==> src/sbs_consts.svh <==
// constants for the burst sram control port
`ifndef SBS_CONSTS_SVH
`define SBS_CONSTS_SVH
`define SBS_ADDR_W      19
`define SBS_DATA_W      36
`define SBS_LANES       4
`define SBS_LANE_W      9
`define SBS_CNT_W       2
`define SBS_FIFO_DEPTH  16
`define SBS_MEM_DEPTH   64
`endif

==> src/sbs_pkg.sv <==
// types for the burst sram control port
`include "sbs_consts.svh"
package sbs_pkg;
    typedef enum logic [3:0] {
        SBS_DESEL = 4'h1,
        SBS_READ  = 4'h2,
        SBS_WRITE = 4'h4,
        SBS_SLEEP = 4'h8
    } sbs_state_type;

    typedef struct packed {
        logic [`SBS_ADDR_W-1:0] addr;
        logic [`SBS_DATA_W-1:0] data;
        logic [`SBS_LANES-1:0]  lanes;
    } sbs_wr_type;
endpackage : sbs_pkg

==> src/sbs_ctrl.sv <==
// synchronous control port of a flow-through burst static ram
//
// The register offsets and strobed register access were chosen for this implementation.
`timescale 1ns/1ps
`include "sbs_consts.svh"
module sbs_ctrl #(
    parameter int ADDR_W    = `SBS_ADDR_W,
    parameter int MEM_DEPTH = `SBS_MEM_DEPTH
) (
    input  wire logic                   i_core_clk,
    input  wire logic                   i_arst_n,
    input  wire logic [ADDR_W-1:0]      i_addr,
    input  wire logic                   i_proc_addr_strobe_n,
    input  wire logic                   i_ctrl_addr_strobe_n,
    input  wire logic                   i_burst_advance_n,
    input  wire logic                   i_byte_write_enable_n,
    input  wire logic [`SBS_LANES-1:0]  i_byte_sel_n,
    input  wire logic                   i_global_write_n,
    input  wire logic                   i_chip_sel_primary_n,
    input  wire logic                   i_chip_sel_second,
    input  wire logic                   i_chip_sel_third_n,
    input  wire logic                   i_out_enable_n,
    input  wire logic                   i_burst_order,
    input  wire logic                   i_sleep_req,
    input  wire logic [`SBS_DATA_W-1:0] i_data,
    output logic      [`SBS_DATA_W-1:0] o_data,
    output logic                        o_data_oe,
    output logic                        o_sleeping,
    output logic                        o_wbuf_full
);
    localparam int MAW = $clog2(MEM_DEPTH);
    localparam int LW  = `SBS_LANE_W;

    // pins come from another domain: two flops before use
    logic [ADDR_W-1:0]      addr_s1_q, addr_s2_q;
    logic [`SBS_DATA_W-1:0] data_s1_q, data_s2_q;
    logic [10:0]            ctl_s1_q, ctl_s2_q;
    logic [`SBS_LANES-1:0]  bsel_s1_q, bsel_s2_q;

    always_ff @(posedge i_core_clk or negedge i_arst_n)
    begin
        if (!i_arst_n)
        begin
            addr_s1_q <= '0;
            addr_s2_q <= '0;
            data_s1_q <= '0;
            data_s2_q <= '0;
            ctl_s1_q  <= 11'h7FF;
            ctl_s2_q  <= 11'h7FF;
            bsel_s1_q <= '1;
            bsel_s2_q <= '1;
        end
        else
        begin
            addr_s1_q <= i_addr;
            addr_s2_q <= addr_s1_q;
            data_s1_q <= i_data;
            data_s2_q <= data_s1_q;
            ctl_s1_q  <= {i_proc_addr_strobe_n, i_ctrl_addr_strobe_n,
                          i_burst_advance_n, i_byte_write_enable_n,
                          i_global_write_n, i_chip_sel_primary_n,
                          ~i_chip_sel_second, i_chip_sel_third_n,
                          i_out_enable_n, i_burst_order, ~i_sleep_req};
            ctl_s2_q  <= ctl_s1_q;
            bsel_s1_q <= i_byte_sel_n;
            bsel_s2_q <= bsel_s1_q;
        end
    end

    logic ps_n, cs_n, adv_n, bwe_n, gw_n, ce1_n, ce2_n, ce3_n;
    logic oe_n, order, sleep;
    assign ps_n  = ctl_s2_q[10];
    assign cs_n  = ctl_s2_q[9];
    assign adv_n = ctl_s2_q[8];
    assign bwe_n = ctl_s2_q[7];
    assign gw_n  = ctl_s2_q[6];
    assign ce1_n = ctl_s2_q[5];
    assign ce2_n = ctl_s2_q[4];
    assign ce3_n = ctl_s2_q[3];
    assign oe_n  = ctl_s2_q[2];
    assign order = ctl_s2_q[1];
    assign sleep = ~ctl_s2_q[0];

    logic chip_on, p_take, c_take, load, wr_req, deselect;
    logic [`SBS_LANES-1:0] lanes;
    assign chip_on  = !ce1_n && !ce2_n && !ce3_n;
    assign p_take   = !ps_n && !ce1_n;
    assign c_take   = ps_n && !cs_n;
    assign load     = !sleep && chip_on && (p_take || c_take);
    assign deselect = !sleep && (p_take || c_take) && !chip_on;
    // processor cycle writes come one clock later; kept simple here
    always_comb
    begin
        if (!gw_n)
            lanes = '1;
        else if (!bwe_n)
            lanes = ~bsel_s2_q;
        else
            lanes = '0;
    end
    assign wr_req = (|lanes) && !p_take;

    sbs_pkg::sbs_state_type state_q;
    logic [ADDR_W-1:0]      base_q;
    logic [`SBS_CNT_W-1:0]  start_q, step_q;
    logic [`SBS_CNT_W-1:0]  offs;

    assign offs = order ? (start_q ^ step_q) : (start_q + step_q);

    always_ff @(posedge i_core_clk or negedge i_arst_n)
    begin
        if (!i_arst_n)
        begin
            base_q  <= '0;
            start_q <= '0;
            step_q  <= '0;
        end
        else if (load)
        begin
            base_q  <= addr_s2_q;
            start_q <= addr_s2_q[`SBS_CNT_W-1:0];
            step_q  <= '0;
        end
        else if (!sleep && !adv_n && state_q != sbs_pkg::SBS_DESEL)
            step_q <= step_q + 1'b1;
    end

    logic first_rd_q;
    always_ff @(posedge i_core_clk or negedge i_arst_n)
    begin
        if (!i_arst_n)
        begin
            state_q    <= sbs_pkg::SBS_DESEL;
            first_rd_q <= 1'b0;
        end
        else
        begin
            first_rd_q <= 1'b0;
            if (sleep)
                state_q <= sbs_pkg::SBS_SLEEP;
            else if (deselect)
                state_q <= sbs_pkg::SBS_DESEL;
            else if (load)
            begin
                first_rd_q <= (state_q != sbs_pkg::SBS_READ) &&
                              (state_q != sbs_pkg::SBS_WRITE);
                state_q    <= sbs_pkg::SBS_READ;
            end
            else if (state_q == sbs_pkg::SBS_SLEEP)
                state_q <= sbs_pkg::SBS_DESEL;
            else if (wr_req && state_q != sbs_pkg::SBS_DESEL)
                state_q <= sbs_pkg::SBS_WRITE;
        end
    end

    // writes pass a buffer so a burst of them never stalls the array
    sbs_pkg::sbs_wr_type wr_in, wr_out;
    logic wb_valid, wb_ready, wb_push;
    // a strobed write lands at the address captured with it
    assign wr_in.addr  = load ? addr_s2_q
                       : {base_q[ADDR_W-1:`SBS_CNT_W], offs};
    assign wr_in.data  = data_s2_q;
    assign wr_in.lanes = lanes;
    assign wb_push     = wr_req && !sleep && !deselect &&
                         (load ||
                          state_q == sbs_pkg::SBS_READ ||
                          state_q == sbs_pkg::SBS_WRITE);

    sbs_fifo #(
        .WIDTH ($bits(sbs_pkg::sbs_wr_type)),
        .DEPTH (`SBS_FIFO_DEPTH)
    ) u_wbuf (
        .i_core_clk  (i_core_clk),
        .i_arst_n    (i_arst_n),
        .i_in_valid  (wb_push),
        .o_in_ready  (wb_ready),
        .i_in_data   (wr_in),
        .o_out_valid (wb_valid),
        .i_out_ready (!sleep),
        .o_out_data  (wr_out)
    );
    assign o_wbuf_full = !wb_ready;

    // array contents survive sleep: only writes are held off
    logic [`SBS_DATA_W-1:0] mem_q [MEM_DEPTH];
    logic [MAW-1:0]         wr_idx, rd_idx;
    assign wr_idx = wr_out.addr[MAW-1:0];
    assign rd_idx = wr_in.addr[MAW-1:0];

    for (genvar g = 0; g < `SBS_LANES; g++)
    begin : g_lane
        always_ff @(posedge i_core_clk)
        begin
            if (wb_valid && !sleep && wr_out.lanes[g])
                mem_q[wr_idx][g*LW +: LW] <= wr_out.data[g*LW +: LW];
        end
    end

    always_ff @(posedge i_core_clk or negedge i_arst_n)
    begin
        if (!i_arst_n)
            o_data <= '0;
        else
            o_data <= mem_q[rd_idx];
    end

    assign o_data_oe = !oe_n && !first_rd_q && !sleep &&
                       state_q == sbs_pkg::SBS_READ;
    assign o_sleeping = (state_q == sbs_pkg::SBS_SLEEP);
endmodule : sbs_ctrl

==> src/sbs_fifo.sv <==
// small flip-flop fifo used as write buffer
`timescale 1ns/1ps
module sbs_fifo #(
    parameter int WIDTH = 8,
    parameter int DEPTH = 16
) (
    input  wire logic             i_core_clk,
    input  wire logic             i_arst_n,
    input  wire logic             i_in_valid,
    output logic                  o_in_ready,
    input  wire logic [WIDTH-1:0] i_in_data,
    output logic                  o_out_valid,
    input  wire logic             i_out_ready,
    output logic      [WIDTH-1:0] o_out_data
);
    localparam int AW = $clog2(DEPTH);
    logic [WIDTH-1:0] mem_q [DEPTH];
    logic [AW-1:0]    wr_q;
    logic [AW-1:0]    rd_q;
    logic [AW:0]      cnt_q;
    logic             push;
    logic             pop;

    assign o_in_ready  = (cnt_q != (AW+1)'(DEPTH));
    assign o_out_valid = (cnt_q != '0);
    assign push        = i_in_valid && o_in_ready;
    assign pop         = o_out_valid && i_out_ready;
    assign o_out_data  = mem_q[rd_q];

    always_ff @(posedge i_core_clk or negedge i_arst_n)
    begin
        if (!i_arst_n)
        begin
            wr_q  <= '0;
            rd_q  <= '0;
            cnt_q <= '0;
        end
        else
        begin
            if (push)
                wr_q <= wr_q + 1'b1;
            if (pop)
                rd_q <= rd_q + 1'b1;
            cnt_q <= cnt_q + (AW+1)'(push) - (AW+1)'(pop);
        end
    end

    always_ff @(posedge i_core_clk)
    begin
        if (push)
            mem_q[wr_q] <= i_in_data;
    end
endmodule : sbs_fifo

==> config.mk <==
export PLATFORM = sky130hd
export DESIGN_NAME = sbs_ctrl
export DESIGN_NICKNAME = d
export VERILOG_FILES = /design/src/sbs_pkg.sv /design/src/sbs_ctrl.sv /design/src/sbs_fifo.sv
export VERILOG_INCLUDE_DIRS = /design/src
export SDC_FILE = /design/constraint.sdc
export NUM_CORES = 2
export LEC_CHECK = 0
export ABC_AREA = 0
export BUFFER_PORTS_ARGS = -buffer_cell sky130_fd_sc_hd__buf_2
export CAP_MARGIN = 30
export CORE_ASPECT_RATIO = 1.2
export CORE_MARGIN = 4
export CORE_UTILIZATION = 60
export CTS_CLUSTER_DIAMETER = 80
export DETAILED_ROUTE_END_ITERATION = 10
export HOLD_SLACK_MARGIN = 0.08
export PLACE_DENSITY = 0.76
export REMOVE_ABC_BUFFERS = 1
export SYNTH_ARGS = -nofsm -noshare
export SYNTH_HDL_FRONTEND = slang
export SYNTH_SLANG_ARGS = --single-unit
==> constraint.sdc <==
create_clock -name i_core_clk -period 16.13 [get_ports i_core_clk]
set_input_delay 0 -clock i_core_clk [delete_from_list [all_inputs] [get_ports i_core_clk]]
set_output_delay 0 -clock i_core_clk [all_outputs]
set_load 0.005 [all_outputs]
## After elaboration in Yosys (flattened, before gate mapping)

Memory sizes are Yosys's and may differ from the RTL's. A register that Yosys moved wholly into a read port is not among the register bits.
Index checks and enable logic that the tools add are counted.

| word-level totals | value |
|---|---|
| bits in registers | 181 |
| RAM bits | 3248 |
| word-level logic and storage cells | 104 |
| memories kept | 2 |

| operators by class | value |
|---|---|
| add/sub/neg operators | 6 |
| equality and inequality tests | 8 |
| muxes and demuxes | 24 |
| bitwise gates (word level) | 4 |
| reductions and logical operators | 44 |

Memory list:

| memory | words | width | read ports | clocked after Yosys merged registers in | wr ports | RTL line | source |
|---|---|---|---|---|---|---|---|
| mem_q | 64 | 36 | 1 | 1 | 1 | sbs_ctrl.sv:185 | `` logic [`SBS_DATA_W-1:0] mem_q [MEM_DEPTH]; `` |
| u_wbuf.mem_q | 16 | 59 | 1 | 0 | 1 | sbs_fifo.sv:17 | `logic [WIDTH-1:0] mem_q [DEPTH];` |

Operator list:

| cell | count |
|---|---|
| two-way mux 4 bit | 7 |
| logical AND 1 bit | 25 |
| two-way mux 19 bit | 1 |
| logical NOT 1 bit | 13 |
| two-way mux 1 bit | 13 |
| adder 4 x 1 -> 4 bit (second input constant) | 2 |
| two-way mux 2 bit | 3 |
| adder 5 x 1 -> 5 bit | 1 |
| inequality test 5 x 2 -> 1 bit (second input constant) | 1 |
| inequality test 5 bit (second input constant) | 1 |
| nonzero test 5 bit | 1 |
| subtractor 5 x 1 -> 5 bit | 1 |
| == test 4 x 2 -> 1 bit (second input constant) | 1 |
| == test 4 x 3 -> 1 bit (second input constant) | 1 |
| == test 4 bit (second input constant) | 1 |
| inequality test 4 x 1 -> 1 bit (second input constant) | 1 |
| inequality test 4 x 2 -> 1 bit (second input constant) | 1 |
| inequality test 4 x 3 -> 1 bit (second input constant) | 1 |
| inverter 4 bit | 1 |
| OR reduction 4 bit | 1 |
| logical OR 1 bit | 3 |
| adder 2 x 1 -> 2 bit (second input constant) | 1 |
| adder 2 bit | 1 |
| inverter 1 bit | 2 |
| 2 further kinds | 2 |

## Depth between registers and ports, before layout

| logic depth | value |
|---|---|
| word-level depth | 11 |
| gate-level depth with buffers | 14 |
| depth with buffers taken out | 11 |

## Hierarchy

Synthesis repeated with hierarchy kept, for this count alone.

| unflattened totals | value |
|---|---|
| cells, all modules | 8390 |
| area total of the unflattened synthesis | 133777.1 µm² |

Modules (own cells, without submodules):

| module | instances | cells an instance | area an instance (µm²) | sequential area each (µm²) |
|---|---|---|---|---|
| sbs_ctrl | 1 | 6608 | 96842.9 | 74280.0 |
| sbs_fifo | 1 | 1782 | 36934.2 | 28672.5 |

## Worst setup path after synthesis

Ideal clock, no wire load.

| timing | value |
|---|---|
| path type | register -> register |
| start point | register ctl_s2_q[7] |
| end point | memory u_wbuf.mem_q[3][0] (netlist bit) (enable) |
| arrival | 5249 ps |
| path slack | 10375 ps |
| cell stages (with the launch flop) | 7 |
| path buffers | 1 |
| clock period less this slack | 5755 ps |
| cells stage by stage | dfstp_2 -> o21ai_0 -> o32a_1 -> o2111a_1 -> clkbuf_1 -> nand2_1 -> nor3_1 |

| between the ends | value |
|---|---|
| cells in the longest elaborated chain, start to end | 10 |

Ends and longest elaborated chain:

| element | RTL line | source |
|---|---|---|
| start: declaration | sbs_ctrl.sv:37 | `logic [10:0] ctl_s1_q, ctl_s2_q;` |
| start signal: assignment | sbs_ctrl.sv:64 | `ctl_s2_q <= ctl_s1_q;` |
| two-way mux 4 bit | sbs_ctrl.sv:96 | `else if (!bwe_n)` |
| two-way mux 4 bit | sbs_ctrl.sv:94 | `if (!gw_n)` |
| net lanes[2] | sbs_ctrl.sv:85 | `` logic [`SBS_LANES-1:0] lanes; `` |
| OR reduction 4 bit | sbs_ctrl.sv:101 | `assign wr_req = (\|lanes) && !p_take;` |
| logical AND 1 bit | sbs_ctrl.sv:101 |  |
| logical AND 1 bit (3 in a row) | sbs_ctrl.sv:164 | `assign wb_push = wr_req && !sleep && !deselect &&` |
| logical AND 1 bit | sbs_fifo.sv:26 | `assign push = i_in_valid && o_in_ready;` |
| net u_wbuf.push | sbs_fifo.sv:21 | `logic push;` |
| two-way mux 1 bit | sbs_fifo.sv:50 | `if (push)` |
| two-way mux 1 bit (implied by the code) | sbs_fifo.sv:51 | `mem_q[wr_q] <= i_in_data;` |
| end: declaration | sbs_fifo.sv:17 |  |

The timed path passes the listed nets, and every way through them passes these cells.

## Final worst setup path

| timing | value |
|---|---|
| start point | register ctl_s2_q[5] |
| end point | register o_data[2], read port of mem_q |

| between the ends | value |
|---|---|
| cells in the longest elaborated chain, start to end | 6 |
| elaborated cells between the ends (all ways) | 8 |
| those cells by class | 1 x mux; 7 x reduce/logical |

Ends and longest elaborated chain:

| element | RTL line | source |
|---|---|---|
| logical NOT 1 bit * | sbs_ctrl.sv:86, sbs_ctrl.sv:87 |  |
| logical AND 1 bit (2 in a row) | sbs_ctrl.sv:86 | `assign chip_on = !ce1_n && !ce2_n && !ce3_n;` |
| logical AND 1 bit | sbs_ctrl.sv:89 | `assign load = !sleep && chip_on && (p_take \|\| c_take);` |
| logical AND 1 bit * | sbs_ctrl.sv:89 |  |
| two-way mux 19 bit * | sbs_ctrl.sv:160 | `assign wr_in.addr = load ? addr_s2_q` |
| end: declaration | sbs_ctrl.sv:26 | `` output logic [`SBS_DATA_W-1:0] o_data, `` |

Every way passes the cells marked *; elsewhere a longest branch is shown, timed or not.
A chain may end at the register's enable or synchronous reset.

==> results.cfg <==
[worst_setup_path]
arrival_ns = 7.86
worstSetupPathType = reg -> reg
crit_chain = nor3_4 > and3_1 > o21a_4 > buf_4 > buf_4 > buf_12 > buf_4 > a32oi_1 > a221oi_1 > o221ai_1 > o31a_1
critPathLaunchType = register
crit_top_cell = buf_4
crit_family = buffers and inverters
critPathMaxFanout = 204
cp-end-kind = register
worstPathRequired_ns = 16.93
cp_slowest_stage_delay_ns = 0.94
cp_slowest_cell = buf_4
path_buf_inv = 4

[yosys]
synth-edff-count = 3040
yosys-top-cells-count = edfxtp_1, nand2_1, a21oi_1
yosys.area.top_type = edfxtp_1
yosysMostFrequentCell = edfxtp_1
ys_top_cells_by_area = edfxtp_1, mux4_2, nand2_1
post_synth.cell_area_avg_sq_um = 16.2
yosysWarnings = 0
yosysTopAreaCellShare = 0.735
synth_ff_type = edfxtp_1
synth_cell_types = 52
ys_async_sr_fraction = 0.0547
synthesis.area_sq_um = 124000
ys_seq_area_frac = 0.771
netlist_instances = 7681
ys_ff_latch = 3216

[power]
p_per_area_nw_per_um2 = 203
power.total_uw = 28000
ir_worst_vdd_v = 0.000192
p_leak_uw = 0.0461

[route]
wl_per_cell_um = 28.1
drt_iter0_markers = 9280
drc = 0
dr_total_vias = 70300
wl_um = 305000
drt_pass1_iterations = 8
avgViaCountPerCell = 6.48
final_antenna_net_count = 0

[timing]
slew_violations = 0
fin_crit_sh = 0.438
min_period_ns = 7.07
max_freq_ghz = 0.142
rsz0062_at_grt = no
fin_skew_ns = 0.0780
hold_viol_final = 0
final-setup-viol-count = 0
tightestPinTransition_ns = 1.11
slew_headroom = 0.258

[cts]
ctsResizeCount = 0
cts_buffers = 310
cts_setup_buffers = 0
clk_path_buf_depth = 4
clk_latency_ns = 0.97
htreeDepth = 5
clk_pin_slew_ns = 0.07
root_buffer = clkbuf_16
cts_tree = done
numClockSinks = 3216

[place]
placed_cells = 10200
dp_hpwl_um = 161000
portBuffers = 97
place.gp.congestion = 0.820

[layout]
fin_nets = 7945
area_delta_synth_final_pct = 11.4
drive_gt1_frac = 0.121
layoutNonFillerInstCount = 10900
post-route-util = 0.674
nFillCells = 13000

[die]
fp.dieW_um = 423
core_sq_um = 205000
rows = 182
initial_utilization = 0.605
boundaryPins = 111
die_y_um = 506
fp.dieArea_sq_um = 214000

[global_routing]
antenna_found_initial = 6
grt_pass1_vias = 70100
grt_pass1_wl_um = 452000
grt_max_degree = 205
grt_usage = 0.283
overflow = 0

[status]
status = complete, no violations

[job]
max_cap_viol_count = 0

[hold_path]
hold_class = in -> reg
[what timing repair did]
item,in CTS,in global routing
setup endpoints to repair,0,0
hold buffers,117,0
hold endpoints to repair,185,0
[routing by layer]
layer	routed length [um]	GRT usage	up-vias
met4	15800	0.133	0
met1	109000	0.378	35200
met3	30500	0.0475	785
met5	0	0	-
met2	150000	0.460	4436
li1	-	-	29900
[cell usage in the layout, fill, tap and decap left out, drive strengths merged, types with 116 or more instances in the layout]
cell type,n
mux4,229
nor2,285
nand2,1368
dfrtp,145
nand3,421
mux2i,512
dlygate4sd3,116
buf,240
edfxtp,3040
a32oi,142
clkbuf,416
a21oi,515
[final timing paths]
check / from / end / slack, ns / cells past startpoint
max in group asynchronous: i_arst_n / data_s1_q[9] / 14.54 / 5
hold / removal: i_addr[3] / addr_s1_q[3] / 0.20 / 3
hold reg to reg: ctl_s1_q[2] / ctl_s2_q[2] / 0.33 / 0
min in group asynchronous: i_arst_n / state_q[0] / 0.24 / 3
setup reg to reg: ctl_s2_q[5] / o_data[2] / 9.06 / 11
setup / recovery: ctl_s2_q[5] / o_data[2] / 9.06 / 11
[final cells by class]
type	count	area, sq um	share of cell area
clock buffers	416	8410	0.0608
clock inverters	126	1100	0.00795
inverters	23	103	0.000741
diodes	1	2.50	0.0000181
flip-flops and latches	3216	95700	0.692
repair buffers	356	3150	0.0228
multi-input cells	3953	26400	0.191
well taps	2760	3450	0.0250
[flip-flops by register name, summed over array words and instances (netlist names)]
name and count:
u_wbuf.wr_q 4, step_q 2, addr_s2_q 6, u_wbuf.rd_q 4, bsel_s2_q 4, ctl_s2_q 11, o_data 36, data_s2_q 36
u_wbuf.cnt_q 5, ctl_s1_q 11, u_wbuf.mem_q 736, addr_s1_q 6, data_s1_q 36, base_q 6, first_rd_q 1, state_q 4
mem_q 2304, bsel_s1_q 4
[report_power, final]
group	switching [uW]	leakage, uW	internal (uW)
clock	2980	0.00467	3950
sequential	194	0.0293	11400
combinational	6840	0.0121	2700
total	10000	0.0461	18000
[kinds of logic after synthesis]
group | synth area share
adder cells (fa/ha/maj) | 0.00137
flip-flops | 0.771
multiplexers | 0.0830
buffers and inverters | 0.0185
AO/OA/AOI/OAI | 0.0558
AND/OR/NAND/NOR | 0.0696
XOR/XNOR | 0.00106
[worst min-delay path, delay by kind of cell]
family   cells  cell delay (ns)
buf+inv      3             1.13
[through the flow]
step | instance area [sq um] | setup slack [ns] | TNS (ns) | hold WS [ns]
global placement | 127000 | 9.40 | 0 | 0.105
finish | 138000 | 9.06 | 0 | 0.203
detailed placement | 127000 | 9.25 | 0 | 0.106
floorplan | 122000 | -40.89 | -2466.63 | -0.296
global route | 138000 | 8.91 | 0 | 0.201
CTS | 138000 | 9.17 | 0 | 0.130
No activity file was read; power rests on OpenSTA's default activity.
